### src/core/pq_defs.svh
// Constants for the power-quality event monitor
`ifndef PQ_DEFS_SVH
`define PQ_DEFS_SVH
`define PQ_NPH 3
`define PQ_RMS_W 32
`define PQ_LVL_W 16
`define PQ_RMS_TOP 31
`define PQ_RMS_LOW 16
`define PQ_ADC_W 12
`define PQ_ADC_FS 12'sd2047
`define PQ_ADC_FS_NEG -12'sd2048
`define PQ_MISS_PCT 10
`define PQ_MISS_LVL 12'd204
`define PQ_RATE_W 8
`define PQ_RATE_RST 8'hC7
`define PQ_SLOT_CLKS 8
`define PQ_NS_W 8
`define PQ_NS_RST 8'h64
`define PQ_SAG_CYCLE_COUNT_W 8
// Flag positions in the first event status word
`define PQ_ST_MISS 0
`define PQ_ST_VUNB 1
`define PQ_ST_IUNB 2
`define PQ_ST_W 3
`endif

### src/core/pq_pkg.sv
// Types shared by the power-quality event monitor
package pq_pkg;
	typedef logic [31:0] rms_t;
	typedef logic [15:0] lvl_t;
	typedef struct packed {
		rms_t v;
		rms_t i;
	} rms_pair_s;
	typedef struct packed {
		logic signed [11:0] v;
		logic signed [11:0] i;
	} adc_pair_s;
	typedef enum logic [2:0] {
		ST_IDLE = 3'b001,
		ST_EVAL = 3'b010,
		ST_DONE = 3'b100
	} eval_state_e;
endpackage

### src/core/pq_event_monitor.sv
// Per-phase power-quality and tamper event monitor
`timescale 1ns/1ps
`include "pq_defs.svh"
module pq_event_monitor
	import pq_pkg::*;
(
	input wire logic clock,
	input wire logic rst,
	input wire logic [7:0] adc_frame_rate_setting,
	input wire logic [7:0] frames_per_line_cycle,
	input wire rms_pair_s [2:0] rms_in,
	input wire logic rms_valid,
	input wire adc_pair_s [2:0] adc_in,
	input wire logic adc_valid,
	input wire lvl_t overvoltage_threshold,
	input wire lvl_t overcurrent_threshold,
	input wire lvl_t sag_threshold,
	input wire logic [7:0] sag_cycle_count,
	input wire lvl_t voltage_unbalance_threshold,
	input wire lvl_t current_unbalance_threshold,
	input wire logic [2:0] overvoltage_monitor_enable,
	input wire logic [2:0] overcurrent_monitor_enable,
	input wire logic [11:0] irq_mask_n,
	input wire logic [11:0] flag_clear,
	output logic [2:0] overvoltage_flag,
	output logic [2:0] overcurrent_flag,
	output logic sag_flag_phase_a,
	output logic sag_flag_phase_b,
	output logic sag_flag_phase_c,
	output logic [2:0] missing_potential_phase_bit,
	output logic [2:0] event_status_first,
	output logic irq
);
	// ------------------------------------------------------------
	// Timing
	// ------------------------------------------------------------
	logic frame_tick;
	logic cycle_tick;
	pq_frame_timer u_timer (
		.clock(clock),
		.rst(rst),
		.adc_frame_rate_setting(adc_frame_rate_setting),
		.frames_per_line_cycle(frames_per_line_cycle),
		.frame_tick(frame_tick),
		.cycle_tick(cycle_tick)
	);

	// Top 16 bits of a raw RMS word
	function automatic lvl_t rms_top(input rms_t w);
		return w[`PQ_RMS_TOP:`PQ_RMS_LOW];
	endfunction

	// Magnitude of a 14-bit signed sum
	function automatic logic [13:0] mag14(input logic signed [13:0] s);
		return s[13] ? 14'(-s) : s;
	endfunction

	// ------------------------------------------------------------
	// Over-level and sag checks
	// ------------------------------------------------------------
	logic [2:0] ov_hit;
	logic [2:0] oc_hit;
	logic [2:0] sag_hit;
	logic [2:0] sag_low;
	logic [2:0] sag_flags;
	logic [2:0] miss_hit;
	logic [7:0] sag_cnt_reg [3];

	genvar p;
	generate
		for (p = 0; p < 3; p++) begin : g_ph
			// Thresholds used as given, already meter units
			assign ov_hit[p] = rms_valid && overvoltage_monitor_enable[p]
				&& (rms_top(rms_in[p].v) > overvoltage_threshold);
			assign oc_hit[p] = rms_valid && overcurrent_monitor_enable[p]
				&& (rms_top(rms_in[p].i) > overcurrent_threshold);
			assign sag_low[p] = rms_top(rms_in[p].v) < sag_threshold;

			// Consecutive low line-cycle results
			always_ff @(posedge clock) begin
				if (rst) begin
					sag_cnt_reg[p] <= 8'h00;
				end else if (rms_valid) begin
					if (!sag_low[p]) begin
						sag_cnt_reg[p] <= 8'h00;
					end else if (sag_cnt_reg[p] != 8'hFF) begin
						sag_cnt_reg[p] <= sag_cnt_reg[p] + 8'h01;
					end
				end
			end
			assign sag_hit[p] = rms_valid && sag_low[p]
				&& ({1'b0, sag_cnt_reg[p]} + 9'h001
				>= {1'b0, sag_cycle_count});
		end
	endgenerate

	// ------------------------------------------------------------
	// Missing potential per line cycle
	// ------------------------------------------------------------
	logic [2:0] seen_pos_reg;
	logic [2:0] seen_neg_reg;
	logic [2:0] seen_big_reg;
	logic signed [11:0] adc_v [3];

	generate
		for (p = 0; p < 3; p++) begin : g_mp
			assign adc_v[p] = adc_in[p].v;
			always_ff @(posedge clock) begin
				if (rst || cycle_tick) begin
					seen_pos_reg[p] <= 1'b0;
					seen_neg_reg[p] <= 1'b0;
					seen_big_reg[p] <= 1'b0;
				end else if (adc_valid) begin
					if (adc_v[p] > 12'sd0)
						seen_pos_reg[p] <= 1'b1;
					if (adc_v[p] < 12'sd0)
						seen_neg_reg[p] <= 1'b1;
					if (mag14(14'(adc_v[p])) >= 14'(`PQ_MISS_LVL))
						seen_big_reg[p] <= 1'b1;
				end
			end
			// No crossing or no sample at 10% of full scale
			assign miss_hit[p] = cycle_tick && (!seen_big_reg[p]
				|| !(seen_pos_reg[p] && seen_neg_reg[p]));
		end
	endgenerate

	// ------------------------------------------------------------
	// Unbalance
	// ------------------------------------------------------------
	logic signed [13:0] v_sum;
	logic signed [13:0] i_sum;
	logic vunb_hit;
	logic iunb_hit;
	assign v_sum = 14'(adc_in[0].v) + 14'(adc_in[1].v) + 14'(adc_in[2].v);
	assign i_sum = 14'(adc_in[0].i) + 14'(adc_in[1].i) + 14'(adc_in[2].i);
	// Samples sit 4 bits below the RMS-top threshold scale;
	// 16 x |sum| above threshold is |sum| above threshold / 16
	assign vunb_hit = adc_valid && ({mag14(v_sum), 4'h0}
		> {2'b00, voltage_unbalance_threshold});
	assign iunb_hit = adc_valid && ({mag14(i_sum), 4'h0}
		> {2'b00, current_unbalance_threshold});

	// ------------------------------------------------------------
	// Sticky flags, set wins over clear
	// ------------------------------------------------------------
	// Clear bits: [2:0] ov, [5:3] oc, [8:6] sag, [11:9] status
	logic [11:0] set_vec;
	logic [11:0] flags_reg;
	assign set_vec = {vunb_hit && 1'b1, iunb_hit, |miss_hit, sag_hit,
		oc_hit, ov_hit};

	always_ff @(posedge clock) begin
		if (rst) begin
			flags_reg <= 12'h000;
		end else begin
			flags_reg <= (flags_reg & ~flag_clear) | set_vec;
		end
	end

	always_ff @(posedge clock) begin
		if (rst) begin
			missing_potential_phase_bit <= 3'h0;
		end else begin
			// Summary clear drops every per-phase bit
			missing_potential_phase_bit <= (missing_potential_phase_bit
				& ~{3{flag_clear[9]}}) | miss_hit;
		end
	end

	logic [11:0] flags_now;
	assign flags_now = (flags_reg & ~flag_clear) | set_vec;
	assign sag_flags = flags_now[8:6];

	// Flag outputs mirror the sticky register's next value
	always_ff @(posedge clock) begin
		if (rst) begin
			overvoltage_flag <= 3'h0;
			overcurrent_flag <= 3'h0;
			sag_flag_phase_a <= 1'b0;
			sag_flag_phase_b <= 1'b0;
			sag_flag_phase_c <= 1'b0;
		end else begin
			overvoltage_flag <= flags_now[2:0];
			overcurrent_flag <= flags_now[5:3];
			sag_flag_phase_a <= sag_flags[0];
			sag_flag_phase_b <= sag_flags[1];
			sag_flag_phase_c <= sag_flags[2];
		end
	end

	always_ff @(posedge clock) begin
		if (rst) begin
			event_status_first <= 3'h0;
		end else begin
			event_status_first[`PQ_ST_MISS] <= flags_now[9];
			event_status_first[`PQ_ST_IUNB] <= flags_now[10];
			event_status_first[`PQ_ST_VUNB] <= flags_now[11];
		end
	end

	// ------------------------------------------------------------
	// Interrupt request
	// ------------------------------------------------------------
	// Mask bit set lets the flag interrupt
	always_ff @(posedge clock) begin
		if (rst) begin
			irq <= 1'b0;
		end else begin
			irq <= |(flags_now & irq_mask_n);
		end
	end

	// ------------------------------------------------------------
	// Checks
	// ------------------------------------------------------------
	a_ov_sets_flag: assert property (
		@(posedge clock) disable iff (rst)
		ov_hit[0] |=> overvoltage_flag[0])
		else $error("overvoltage not flagged");
	a_oc_sets_flag: assert property (
		@(posedge clock) disable iff (rst)
		oc_hit[1] |=> overcurrent_flag[1])
		else $error("overcurrent not flagged");
	a_ov_disabled_quiet: assert property (
		@(posedge clock) disable iff (rst)
		!overvoltage_monitor_enable[1] && !overvoltage_flag[1]
		|=> !overvoltage_flag[1])
		else $error("disabled check set flag");
	a_flag_sticky: assert property (
		@(posedge clock) disable iff (rst)
		overcurrent_flag[1] && !flag_clear[4] |=> overcurrent_flag[1])
		else $error("flag dropped without clear");
	a_sag_sticky: assert property (
		@(posedge clock) disable iff (rst)
		sag_flag_phase_c && !flag_clear[8] |=> sag_flag_phase_c)
		else $error("sag flag dropped without clear");
	a_clear_drops_flag: assert property (
		@(posedge clock) disable iff (rst)
		flag_clear[0] && !ov_hit[0] |=> !overvoltage_flag[0])
		else $error("host clear ignored");
	a_sag_count: assert property (
		@(posedge clock) disable iff (rst)
		rms_valid && sag_low[2] && sag_cnt_reg[2] == 8'h00
		&& sag_cycle_count > 8'h01 |-> !sag_hit[2])
		else $error("sag declared on first low result");
	a_sag_flag_set: assert property (
		@(posedge clock) disable iff (rst)
		sag_hit[2] |=> sag_flag_phase_c)
		else $error("sag C flag missed");
	a_miss_summary: assert property (
		@(posedge clock) disable iff (rst)
		|miss_hit |=> event_status_first[`PQ_ST_MISS])
		else $error("missing potential summary not set");
	a_miss_phase: assert property (
		@(posedge clock) disable iff (rst)
		miss_hit[0] |=> missing_potential_phase_bit[0])
		else $error("missing potential phase bit not set");
	a_vunb_flag: assert property (
		@(posedge clock) disable iff (rst)
		vunb_hit |=> event_status_first[`PQ_ST_VUNB])
		else $error("voltage unbalance not flagged");
	a_iunb_flag: assert property (
		@(posedge clock) disable iff (rst)
		iunb_hit |=> event_status_first[`PQ_ST_IUNB])
		else $error("current unbalance not flagged");
	a_irq_masked: assert property (
		@(posedge clock) disable iff (rst)
		irq |-> |($past(irq_mask_n) & {event_status_first[`PQ_ST_VUNB],
		event_status_first[`PQ_ST_IUNB], event_status_first[`PQ_ST_MISS],
		sag_flag_phase_c, sag_flag_phase_b, sag_flag_phase_a,
		overcurrent_flag, overvoltage_flag}))
		else $error("irq without unmasked flag");
	a_irq_ov: assert property (
		@(posedge clock) disable iff (rst)
		ov_hit[0] && irq_mask_n[0] |=> irq)
		else $error("enabled overvoltage gave no irq");

	c_ov_event: cover property (@(posedge clock) disable iff (rst)
		ov_hit[0] ##1 irq);
	c_sag_event: cover property (@(posedge clock) disable iff (rst)
		sag_hit[2]);
	c_miss_event: cover property (@(posedge clock) disable iff (rst)
		|miss_hit);
	c_clear: cover property (@(posedge clock) disable iff (rst)
		overvoltage_flag[0] && flag_clear[0] ##1 !overvoltage_flag[0]);
	c_unbalance: cover property (@(posedge clock) disable iff (rst)
		vunb_hit ##1 event_status_first[`PQ_ST_VUNB]);
endmodule

### src/core/pq_frame_timer.sv
// Scan frame and line-cycle timing generator
`timescale 1ns/1ps
`include "pq_defs.svh"
module pq_frame_timer
	import pq_pkg::*;
(
	input wire logic clock,
	input wire logic rst,
	input wire logic [7:0] adc_frame_rate_setting,
	input wire logic [7:0] frames_per_line_cycle,
	output logic frame_tick,
	output logic cycle_tick
);
	logic [2:0] sub_reg;
	logic [7:0] slot_reg;
	logic [7:0] frame_reg;
	logic slot_end;
	assign slot_end = (sub_reg == 3'(`PQ_SLOT_CLKS - 1));

	// Frame = (rate + 1) * 8 clocks
	always_ff @(posedge clock) begin
		if (rst) begin
			sub_reg <= 3'h0;
			slot_reg <= 8'h00;
			frame_tick <= 1'b0;
		end else begin
			sub_reg <= sub_reg + 3'h1;
			frame_tick <= 1'b0;
			if (slot_end) begin
				if (slot_reg >= adc_frame_rate_setting) begin
					slot_reg <= 8'h00;
					frame_tick <= 1'b1;
				end else begin
					slot_reg <= slot_reg + 8'h01;
				end
			end
		end
	end

	// Line cycle = frames_per_line_cycle frames
	always_ff @(posedge clock) begin
		if (rst) begin
			frame_reg <= 8'h00;
			cycle_tick <= 1'b0;
		end else begin
			cycle_tick <= 1'b0;
			if (frame_tick) begin
				if (frame_reg + 8'h01 >= frames_per_line_cycle) begin
					frame_reg <= 8'h00;
					cycle_tick <= 1'b1;
				end else begin
					frame_reg <= frame_reg + 8'h01;
				end
			end
		end
	end

	a_frame_gap: assert property (
		@(posedge clock) disable iff (rst)
		frame_tick |=> !frame_tick [*7])
		else $error("frame ticks closer than one slot");
	a_cycle_on_frame: assert property (
		@(posedge clock) disable iff (rst)
		cycle_tick |-> $past(frame_tick))
		else $error("cycle tick without frame tick");
endmodule

### config.mk
export PLATFORM = sky130hd
export DESIGN_NAME = pq_event_monitor
export DESIGN_NICKNAME = d
export VERILOG_FILES = /design/src/core/pq_pkg.sv /design/src/core/pq_event_monitor.sv /design/src/core/pq_frame_timer.sv
export VERILOG_INCLUDE_DIRS = /design/src /design/src/core
export SDC_FILE = /design/constraint.sdc
export NUM_CORES = 1
export LEC_CHECK = 0
export BUFFER_PORTS_ARGS = -buffer_cell sky130_fd_sc_hd__buf_4
export CORE_AREA = 2 2 161 163
export CTS_CLUSTER_DIAMETER = 50
export CTS_CLUSTER_SIZE = 8
export DETAILED_ROUTE_END_ITERATION = 12
export DIE_AREA = 0 0 163 165
export PLACE_DENSITY = 0.72
export SETUP_SLACK_MARGIN = 0.15
export SYNTH_ARGS = -nofsm -noshare
export SYNTH_HDL_FRONTEND = slang
export SYNTH_SLANG_ARGS = --single-unit
export TNS_END_PERCENT = 30
### constraint.sdc
create_clock -name clock -period 7.3 [get_ports clock]
set_input_delay 0.73 -clock clock [delete_from_list [all_inputs] [get_ports clock]]
set_output_delay 0.73 -clock clock [all_outputs]
set_load 0.02 [all_outputs]
Yosys cells after proc, flatten, opt, wreduce, memory -nomap -nowiden. Memory sizes are Yosys's and may differ from the RTL's. Index checks and enable logic that the tools add are counted.

Add/subtract/negate cells: 18. Magnitude comparators: 25. Eq/ne operators: 4. Multiplexer cells: 44. Bitwise logic cells: 15. Reductions and logical operators: 49.

Operators by type and width (number): greater-than comparator 16 bit (6); two-way mux 14 bit (5); two-way mux 8 bit (8); less-than comparator 16 bit (3); greater-or-equal comparator 14 x 8 -> 1 bit (second input constant) (3); negation 12 -> 14 bit (3); adder 8 x 1 -> 8 bit (second input constant) (5); greater-than comparator 12 x 1 -> 1 bit (second input constant) (3); greater-than comparator 18 x 16 -> 1 bit (2); less-than comparator 12 x 1 -> 1 bit (second input constant) (3); two-way mux 1 bit (31); adder 13 x 12 -> 14 bit (2); negation 14 bit (2); adder 8 x 1 -> 9 bit (second input constant) (3); greater-or-equal comparator 9 x 8 -> 1 bit (3); adder 12 x 12 -> 13 bit (2); logical AND 1 bit (26); bitwise AND 12 bit (2); inequality test 8 bit (second input constant) (3); AND reduction 2 bit (9); greater-or-equal comparator 8 bit (2); NOT 12 bit (1); OR 12 bit (1); OR reduction 12 bit (1); other kinds (11) (26).

Bits in registers: 58. Bits in writable memories: 24. Input bits: 402. Output and inout port bits: 16. Logic and storage cells: 179. Memories kept: 1.

Memories: sag_cnt_reg (words 3, bits a word 8, rd ports 3, clocked after memory_dff 0, write ports 3, line pq_event_monitor.sv:67) `logic [7:0] sag_cnt_reg [3];`.

Logic depth before layout (Yosys ltp). Gate-level depths: netlist (run 1).

Depth in word-level cells: 9. Mapped depth: 24. Depth with buffers taken out: 24.

By module. A second synthesis (run 1) with hierarchy kept.

Cells, all modules: 1346. Area, all modules: 10923.0 um^2.

By module, submodules not included: pq_event_monitor (times used 1, cells an instance 1195, area each 9571.7 um^2, seq. area each 1221.2 um^2); pq_frame_timer (times used 1, cells an instance 151, area each 1351.3 um^2, seq. area each 420.4 um^2).

Least setup slack after synthesis (run 1). No wires, ideal clock.

Kind: input -> register. Start: input adc_in[1] (netlist name). End: register irq. Library setup time: 0.135 ns. Data arrival time: 5.506 ns. Required time: 7.165 ns. Slack: 1.660 ns. Stages: 23. Path buffers: 0. Cell sequence: inv_1 -> fa_1 -> inv_1 -> ha_1 -> fa_1 -> a21o_1 -> a21oi_2 -> xnor2_1 -> or3_1 -> or4_4 -> o31ai_1 -> xnor2_1 -> ha_1 -> or4bb_1 -> nor4_1 -> a21oi_1 -> o21ai_0 -> nor2_1 -> a31oi_1 -> and4_1 -> o211ai_1 -> a211oi_1 -> o32ai_1.

Word-level cells in the longest chain between the ends: 9.

Ends and longest elaborated chain: start, declared (line pq_event_monitor.sv:13) `input wire adc_pair_s [2:0] adc_in,`; adder 12 x 12 -> 13 bit (*) (line pq_event_monitor.sv:136) `assign i_sum = 14'(adc_in[0].i) + 14'(adc_in[1].i) + 14'(adc_in[2].i);`; adder 13 x 12 -> 14 bit (*) (line pq_event_monitor.sv:136); negation 14 bit (line pq_event_monitor.sv:55) `return s[13] ? 14'(-s) : s;`; two-way mux 14 bit (*) (line pq_event_monitor.sv:55); greater-than comparator 18 x 16 -> 1 bit (*) (line pq_event_monitor.sv:142) `> {2'b00, current_unbalance_threshold});`; logical AND 1 bit (*) (line pq_event_monitor.sv:141) `assign iunb_hit = adc_valid && ({mag14(i_sum), 4'h0}`; OR 12 bit (*) (line pq_event_monitor.sv:172) `assign flags_now = (flags_reg & ~flag_clear) | set_vec;`; bitwise AND 12 bit (*) (line pq_event_monitor.sv:210) `irq <= |(flags_now & irq_mask_n);`; OR reduction 12 bit (*) (line pq_event_monitor.sv:210); end signal, assigned (line pq_event_monitor.sv:210); end, declared (line pq_event_monitor.sv:32) `output logic irq`.

Every way passes the cells marked *; elsewhere a longest branch is shown, timed or not. A chain may end at the register's enable or synchronous reset.

Worst setup path in the final report (run 1). Ends and elaborated chain as after synthesis.

==> run summary, run 1 <==
The run finished with clean final reports. The cell with the largest stage delay on the worst path is sky130_fd_sc_hd__fa_1. The number of antenna-violating nets in the routed design came out at 0. The synthesized net count came out at 1,963.

The required time at the endpoint of the critical path is about 7.5 ns. The routed layout has roughly 11,000 vias. Counting the fill cells in the layout gives 2,372. The number of search-and-repair iterations in the first detailed-routing pass came out at 5. The initial standard-cell utilization of the core came out at 0.421. In the synthesized netlist, the number of instances is between 1,000 and 1,500. The fmax is around 0.17 GHz. Leaving out fill and tap cells, the most frequent cell in the layout is sky130_fd_sc_hd__buf_4. The number of storage elements in the synthesis netlist is 70.

Detailed placement finished with a half-perimeter wire length of between 20,000 and 30,000 um. The number of global-route vias before repair is approximately 11,000. The number of I/O pins came out at approximately 420. The distinct cell type count of the synthesized netlist came out at 70. The buffer type at the clock tree root is sky130_fd_sc_hd__clkbuf_16. The data arrival time of the worst path came out at 6.18 ns.

The peak per-stage delay on the critical path is ~0.57 ns. The count of instances resized after the clock tree is built is 0. The max-slew violation count was 0. The worst path needs between 5 and 6 ns of the cycle, external delays included. The area of the core is between 20,000 and 30,000 um^2. The sequential-to-total area share from yosys stat is 0.156.

For the pin with the worst max-slew slack, the measured transition is 0.698 ns. Ranked by total cell area, the synthesized netlist is headed by sky130_fd_sc_hd__ha_1 (29%), sky130_fd_sc_hd__dfxtp_1 (8.7%), sky130_fd_sc_hd__edfxtp_1 (6.8%). The number of setup violations in the final report is 0. On the final layout, the worst clock skew is about 0.0085 ns. The maximum fanout encountered on the critical timing path is 4. After clock tree synthesis, the setup repair step added 0 buffers. The final core utilization came out at 0.546. The cell type contributing the most total cell area after synthesis is sky130_fd_sc_hd__ha_1. Each instance of the synthesized netlist takes up on average ~8.2 um^2.

The routed wire length per instance came out at between 15 and 20 um. The normalized max-slew margin is 0.530. The number of enable-type register cells in the synthesized netlist is 24. The largest net degree at the start of global routing came out at 23. The endpoint kind of the worst setup timing path is a flop.

In this run the worst hold path is classified as reg2reg. The number of placement rows is just under 60. The CTS tree is built. The routability congestion estimate is between 0.9 and 1. For this design the ratio of total power to cell area is between 150 and 200 nW/um^2. The critical path is of the in2reg type. The via count normalized by instance count is 5.43. The overall global routing resource usage came out at 0.242. The count of clock tree sinks came out at 70.

The global-route wire length before repair came out at about 51,000 um. The H-tree level count is 3. The area of the mapped netlist is 10,600 um^2. The net count of the finished layout is 2,287.

The vertical die dimension is ~170 um. The flip-flop count of the largest register, all copies and words added came out at 24. The total detailed-routing wirelength is about 33,000 um.

The clock latency on the worst-skew pair came out at between 0.3 and 0.4 ns. Buffers inserted during clock tree synthesis total 9. The number of hold buffers added after cts came out at 0. Global routing finished with a remaining overflow of 0.

The max-capacitance violation count is 0. The overall die area is roughly 27,000 um^2. The most used flip-flop cell after synthesis is sky130_fd_sc_hd__dfxtp_1. Setup repair after global routing left no endpoint under its margin. The number of design rule violations left after detail routing is 0. In the final layout, the share of cells above drive strength 1 is 0.219. The worst-case IR drop observed on VDD is 89.3 uV. The critical path goes through buf_4 > inv_1 > fa_1 > inv_1 > ha_1 > fa_1 > a211oi_1 > o21bai_1 > a21oi_1 > xnor2_1 > or4_4 > o31ai_1 > xnor2_1 > ha_1 > or4bb_1 > nor4_1 > a21oi_1 > o21ai_0 > nor2_1 > a31oi_1 > and4_1 > o211ai_1 > a211oi_1 > o32ai_1. The die is between 150 and 200 um wide. The number of antenna violations at the first check in global routing is 2.

The number of DRC markers after the initial detailed-route iteration came out at just under 500. Summing all flip-flop and latch instances after layout gives around 1600 um^2. In the layout the commonest cells are sky130_fd_sc_hd__buf_4 (322), sky130_fd_sc_hd__ha_1 (241), sky130_fd_sc_hd__inv_1 (146). The clock slew at the register clock pins of the worst setup and hold paths is around 0.060 ns. The number of buffers between clock root and the deepest sink came out at 2. The final count of hold timing violations came out at 0.

The share of synthesized area in the top cell type comes to 0.286. STA classifies the critical path startpoint as an input pin. The static leakage came out at roughly 6.9 nW. In the finished design, the share of the clock period the worst path needs comes to 0.818. The total of warnings raised by yosys came out at 0. Relative to the synthesized area, the layout overhead comes to 29.6%. The combined area of the multi-input logic cells is approximately 8300 um^2. The count of port buffers added during placement came out at between 300 and 400. The summed negative setup slack over all endpoints came out at 0 ns. The async set or reset register ratio after synthesis came out at 0.
==> worst max-delay path: cells and delay by family <==
| family | cells | cell delay [ns] |
|---|---|---|
| compound gates | 10 | 1.83 |
| xor+xnor | 2 | 0.27 |
| fa+ha+maj | 4 | 1.55 |
| buf+inv | 3 | 0.17 |
| simple gates | 5 | 1.62 |
==> synthesized netlist by cell type (3+ instances only) <==
master	number
sky130_fd_sc_hd__ha_1	241
sky130_fd_sc_hd__inv_1	146
sky130_fd_sc_hd__nand2_1	94
sky130_fd_sc_hd__a21oi_1	90
sky130_fd_sc_hd__nor2_1	88
sky130_fd_sc_hd__o21ai_0	67
sky130_fd_sc_hd__xnor2_1	50
sky130_fd_sc_hd__dfxtp_1	46
sky130_fd_sc_hd__nand3_1	43
sky130_fd_sc_hd__nor2b_1	38
sky130_fd_sc_hd__nand4_1	37
sky130_fd_sc_hd__a21o_1	34
sky130_fd_sc_hd__nor3_1	28
sky130_fd_sc_hd__fa_1	26
sky130_fd_sc_hd__nand2b_1	26
sky130_fd_sc_hd__xor2_1	25
sky130_fd_sc_hd__edfxtp_1	24
sky130_fd_sc_hd__a211oi_1	22
sky130_fd_sc_hd__and3_1	17
sky130_fd_sc_hd__nor4_1	12
sky130_fd_sc_hd__a31oi_1	10
sky130_fd_sc_hd__o211ai_1	10
sky130_fd_sc_hd__o21bai_1	10
sky130_fd_sc_hd__o2111ai_1	8
sky130_fd_sc_hd__o21a_1	7
sky130_fd_sc_hd__nand3b_1	6
sky130_fd_sc_hd__a221oi_1	5
sky130_fd_sc_hd__and4_1	5
sky130_fd_sc_hd__clkbuf_1	5
sky130_fd_sc_hd__a2111oi_0	4
sky130_fd_sc_hd__mux2i_1	4
sky130_fd_sc_hd__o31ai_1	4
sky130_fd_sc_hd__or3_1	4
sky130_fd_sc_hd__a211o_1	3
sky130_fd_sc_hd__a21oi_2	3
sky130_fd_sc_hd__o21ai_1	3
sky130_fd_sc_hd__o221ai_1	3
sky130_fd_sc_hd__o2bb2ai_1	3
sky130_fd_sc_hd__or2_2	3
sky130_fd_sc_hd__or4_1	3
==> through the flow <==
stage	instance area, um^2	instances	power (mW)	worst slack, ns	hold slack [ns]
2_1_floorplan	10600	1294	1.21	1.66	0.399
3_3_place_gp	13300	1937	1.55	1.02	0.412
3_5_place_dp	13300	1937	1.58	0.837	0.418
4_1_cts	13700	1953	2.08	1.18	0.425
5_1_grt	13700	1954	2.25	0.832	0.433
6_report	13700	1955	2.06	1.33	0.422
==> cells by family (layout without fill, tap and decap cells) <==
| kind of cell | Yosys count | count (layout) | synth area share |
|---|---|---|---|
| xor+xnor | 75 | 75 | 0.0623 |
| simple gates | 417 | 417 | 0.202 |
| compound gates | 304 | 304 | 0.184 |
| flops | 70 | 70 | 0.156 |
| fa+ha+maj | 267 | 267 | 0.335 |
| other cells | 0 | 2 | 0 |
| mux | 5 | 5 | 0.00486 |
| buf+inv | 156 | 485 | 0.0557 |
==> final cells by class <==
class                   instances  share of cell area
multi-input cells            1068               0.608
repair buffers                322               0.177
flip-flops and latches         70               0.120
inverters                     147              0.0403
well taps                     330              0.0302
clock buffers                   9              0.0165
clock inverters                 7             0.00750
diodes                          2            0.000366
==> layer usage <==
metal  share of wire  vias to the layer above  global-route usage
met1            0.42                     4892               0.281
met4           0.033                        2              0.0933
met2            0.49                      332               0.437
met5         0.00049                        -                   0
met3           0.058                       61              0.0472
li1                -                     5338                   -
==> report_power, final <==
part           internal [mW]  switching [mW]
combinational          0.536           0.595
clock                  0.303           0.184
sequential             0.426          0.0176
==> path summary, 6_finish.rpt <==
path | from | end | slack [ns] | depth (start not counted)
setup / recovery | adc_in[1] | irq | 1.33 | 24
hold / removal | u_timer.sub_reg[0] | u_timer.sub_reg[0] | 0.42 | 1
setup reg to reg | sag_cnt_reg[2][0] | irq | 4.05 | 15
hold reg to reg | u_timer.sub_reg[0] | u_timer.sub_reg[0] | 0.42 | 1
No activity file was read; power rests on OpenSTA's default activity.
==> run 2, diff against run 1 <==
==> constraint.sdc (replaced) <==
create_clock -name clock -period 5.9 [get_ports clock]
set_input_delay 0.59 -clock clock [delete_from_list [all_inputs] [get_ports clock]]
set_output_delay 0.59 -clock clock [all_outputs]
set_load 0.02 [all_outputs]
==> run 2 against run 1 <==
Sequential power rose by 23%. Largest cell class unchanged. Wire length is 1.0% higher. First-iteration DRC count grew 11%. Largest power group unchanged. Clock skew up 0.0022 ns. Critical path type unchanged. Critical path depth unchanged. Clock power grew 24%. Global-route usage is 0.27 points higher. Die area stayed put.
==> run summary, run 2 (synthesis results as in run 1) <==
The last element of the critical path is irq. The overall die area came to 26,900 um^2 (unchanged). The combined area of the multi-input logic cells is 8370 um^2 (+0.56%). The cell with the largest stage delay on the worst path is sky130_fd_sc_hd__fa_1. Among cell families on the critical path, the largest total delay comes from simple AND/OR/NAND/NOR gates. The vertical die dimension came out at 165 um (unchanged).

The final count of hold timing violations is 0 (unchanged). In this run the critical register-to-register path is captured at irq. The internal power was 1.60 mW (+26%). The worst setup path is captured at a flop.

The number of placement rows is 58 (unchanged). The number of global-route vias before repair came out at 10,583 (-0.52%). The number of DRC markers after the initial detailed-route iteration is 541 (+11%). The largest net degree at the start of global routing came to 23 (unchanged). The run finished with clean final reports. The flip-flop count of the largest register, all copies and words added was 24 (unchanged). The max-capacitance violation count was 0 (unchanged). The total clock buffers created by CTS came out at 9 (unchanged). The tightest min-delay check is of the reg2reg type. The count of clock tree sinks is 70 (unchanged). The summed negative setup slack over all endpoints is 0 ns (unchanged). The number of nets at the end of the flow came to 2,296 (+0.39%). The fraction of power spent switching nets is 0.386 (about the same). The total detailed-routing wirelength came out at 33,300 um (+1.0%). The critical path goes through buf_4 > inv_1 > fa_1 > inv_1 > ha_2 > fa_2 > a21o_1 > a21oi_2 > xnor2_1 > or3_4 > or4_4 > o31ai_4 > xnor2_1 > ha_1 > or4bb_1 > nor4_2 > a21oi_1 > o21ai_1 > nor2_1 > a31oi_1 > and4_1 > o211ai_1 > a211oi_2 > o32ai_1. The area occupied by registers came out at 1640 um^2 (unchanged). The net switching component of the power is 1.01 mW (+27%). The count of port buffers added during placement is 321 (unchanged). The number of antenna violations at the first check in global routing is 2 (unchanged). The routability congestion estimate came out at 0.981 (+0.86%).

The register-to-register path setup slack came out at 2.66 ns (-1.39 ns). Static timing analysis puts the maximum clock frequency at between 0.15 and 0.2 GHz. In this run the clock root is driven by a sky130_fd_sc_hd__clkbuf_16. The width of the die came out at 163 um (unchanged). The final instance area came out at 13,800 um^2 (+0.83%). The measured slew at the worst slew-check pin came out at 0.677 ns (-0.0214 ns).

The maximum fanout encountered on the critical timing path was 3 (-1). The critical path depth in cells came out at 24 (unchanged). The data arrival time of the worst path came to 5.60 ns (-0.58 ns). The top cell types in the final layout, fill and taps aside, are sky130_fd_sc_hd__buf_4 (331), sky130_fd_sc_hd__ha_1 (240), sky130_fd_sc_hd__inv_1 (146). The global-route wire length before repair came to 52,200 um (+2.0%). The required time at the endpoint of the critical path is 6.10 ns (-1.41 ns). The static leakage came to 6.92 nW (+0.72%). The peak per-stage delay on the critical path is 0.52 ns (-0.05 ns). The final core utilization is 0.551 (+0.00455). The via count normalized by instance count is 5.39 (-0.84%). The area of the core is 25,000 um^2 (unchanged). The area added between synthesis and finish is 30.7%. The power per cell area is 189 nW/um^2 (+25%). The max-slew violation count is 0 (unchanged). The number of buffers between clock root and the deepest sink came out at 2 (unchanged).

The H-tree level count came out at 3 (unchanged). The cell total after placement is 1,946 (+0.46%). The initial standard-cell utilization of the core is 0.421 (unchanged). The buffering stage count on the worst path with inverters included is 3 (unchanged).

The number of cells traversed by the worst register-to-register path came out at 15 (unchanged). The maximum clock skew at final layout came out at 0.0106 ns (+0.00215 ns). The number of setup violations in the final report came out at 0 (unchanged). The routed wire length per instance is 17.0 um (+0.59%). Leaving out fill and tap cells, the most frequent cell in the layout is sky130_fd_sc_hd__buf_4.

The normalized max-slew margin is 0.545 (+0.0144). The part of the total power dissipated in the clock network came to 0.231 (-0.005). The ratio of cells with drive above 1 in the final layout is 0.229 (+0.00921). The part of the total power dissipated in combinational logic came out at 0.559 (+0.011). The share of the clock period used by the worst path after layout is 0.915. The worst hold slack came out at 0.419 ns (-0.00237 ns). The worst supply voltage drop on vdd came to 133 uV (+48%). STA classifies the critical path startpoint as an input pin. The overall global routing resource usage came out at 0.244 (+0.00269). The filler cell count is 2,344 (-1.2%). The half-perimeter wire length after detailed placement came out at 29,100 um (-0.27%). The number of antenna-violating nets in the routed design came to 0 (unchanged). The total grt overflow was 0 (unchanged). Setup repair after global routing left no endpoint under its margin.

The time the final worst path needs with I/O delays and setup is about 5.4 ns. The number of I/O pins came out at 418 (unchanged). The clock latency on the worst-skew pair is 0.34 ns (about the same). In this run the critical register-to-register path is launched from sag_cnt_reg[2][0]. The clock slew at the register clock pins of the worst setup and hold paths is 0.06 ns (about the same). The first element of the critical path is adc_in[1]. The sequential share of power is 0.210 (-0.005). The critical path is of the in2reg type.

TritonCTS built the clock tree. The total placed instance area came out at 13,400 um^2 (+0.51%). The number of search-and-repair iterations in the first detailed-routing pass is 8 (+3). The post-route non-filler standard cell count is 1,963 (+0.41%). The number of design rule violations left after detail routing came to 0 (unchanged). The via count came to 10,579 (-0.43%).
## run 2: cell count changes in the layout (fill, tap and decap cells not counted), sizes merged
cell	before	now
diode	2	1
clkinv	2	3
buf	322	331
inv	149	148
## run 2: power by group through the flow
stage	clock network, mW	registers [mW]	logic [mW]
global placement	0	0.558	1.39
detailed placement	0	0.558	1.43
finish	0.602	0.548	1.46
CTS	0.615	0.548	1.44
global route	0.633	0.551	1.65
floorplan	0	0.565	0.936
## run 2: layout make-up
type                    instances  area share
flip-flops and latches         70       0.119
diodes                          1    0.000181
clock buffers                   9      0.0163
inverters                     147      0.0400
well taps                     330      0.0299
clock inverters                 7     0.00762
multi-input cells            1068       0.607
repair buffers                331       0.180
## run 2: worst reg2reg max path: cells and delay by family (launching register included)
| kind | cells | cell delay (ns) |
|---|---|---|
| adders and majority gates | 2 | 0.51 |
| and+or+nand+nor | 5 | 0.66 |
| AOI/OAI and AO/OA | 7 | 1.26 |
| xor gates and xnor gates | 1 | 0.24 |
| DFF | 1 | 0.43 |
## run 2: timing repair
item	in CTS	in global routing
endpoints found under the setup margin	1	1
gates cloned	0	0
gates resized for setup	1	9
hold buffers	0	0
setup buffers	0	0
pin swaps	0	8
## run 2: stage by stage
| step | power [mW] | setup slack, ns |
|---|---|---|
| after floorplan | 1.50 | 0.400 |
| after global placement | 1.95 | -0.0492 |
| after detailed placement | 1.99 | -0.228 |
| after CTS | 2.60 | 0.172 |
| after global routing | 2.83 | 0.248 |
| final | 2.61 | 0.502 |
## run 2: routing by layer
layer | GRT usage | wire length, um
met1 | 0.296 | 14200
met2 | 0.441 | 16200
met3 | 0.0404 | 1960
met4 | 0.0780 | 888
met5 | 0 | 16
## run 2: worst min path at each step
stage	startpoint	to	slack, ns	cells after the start
floorplan	u_timer.sub_reg[0]	u_timer.sub_reg[0]	0.40	1
global placement	u_timer.sub_reg[0]	u_timer.sub_reg[0]	0.41	1
detailed placement	u_timer.sub_reg[0]	u_timer.sub_reg[0]	0.41	1
CTS	u_timer.sub_reg[0]	u_timer.sub_reg[0]	0.42	1
global route	u_timer.sub_reg[0]	u_timer.sub_reg[0]	0.45	1
finish	u_timer.sub_reg[0]	u_timer.sub_reg[0]	0.42	1
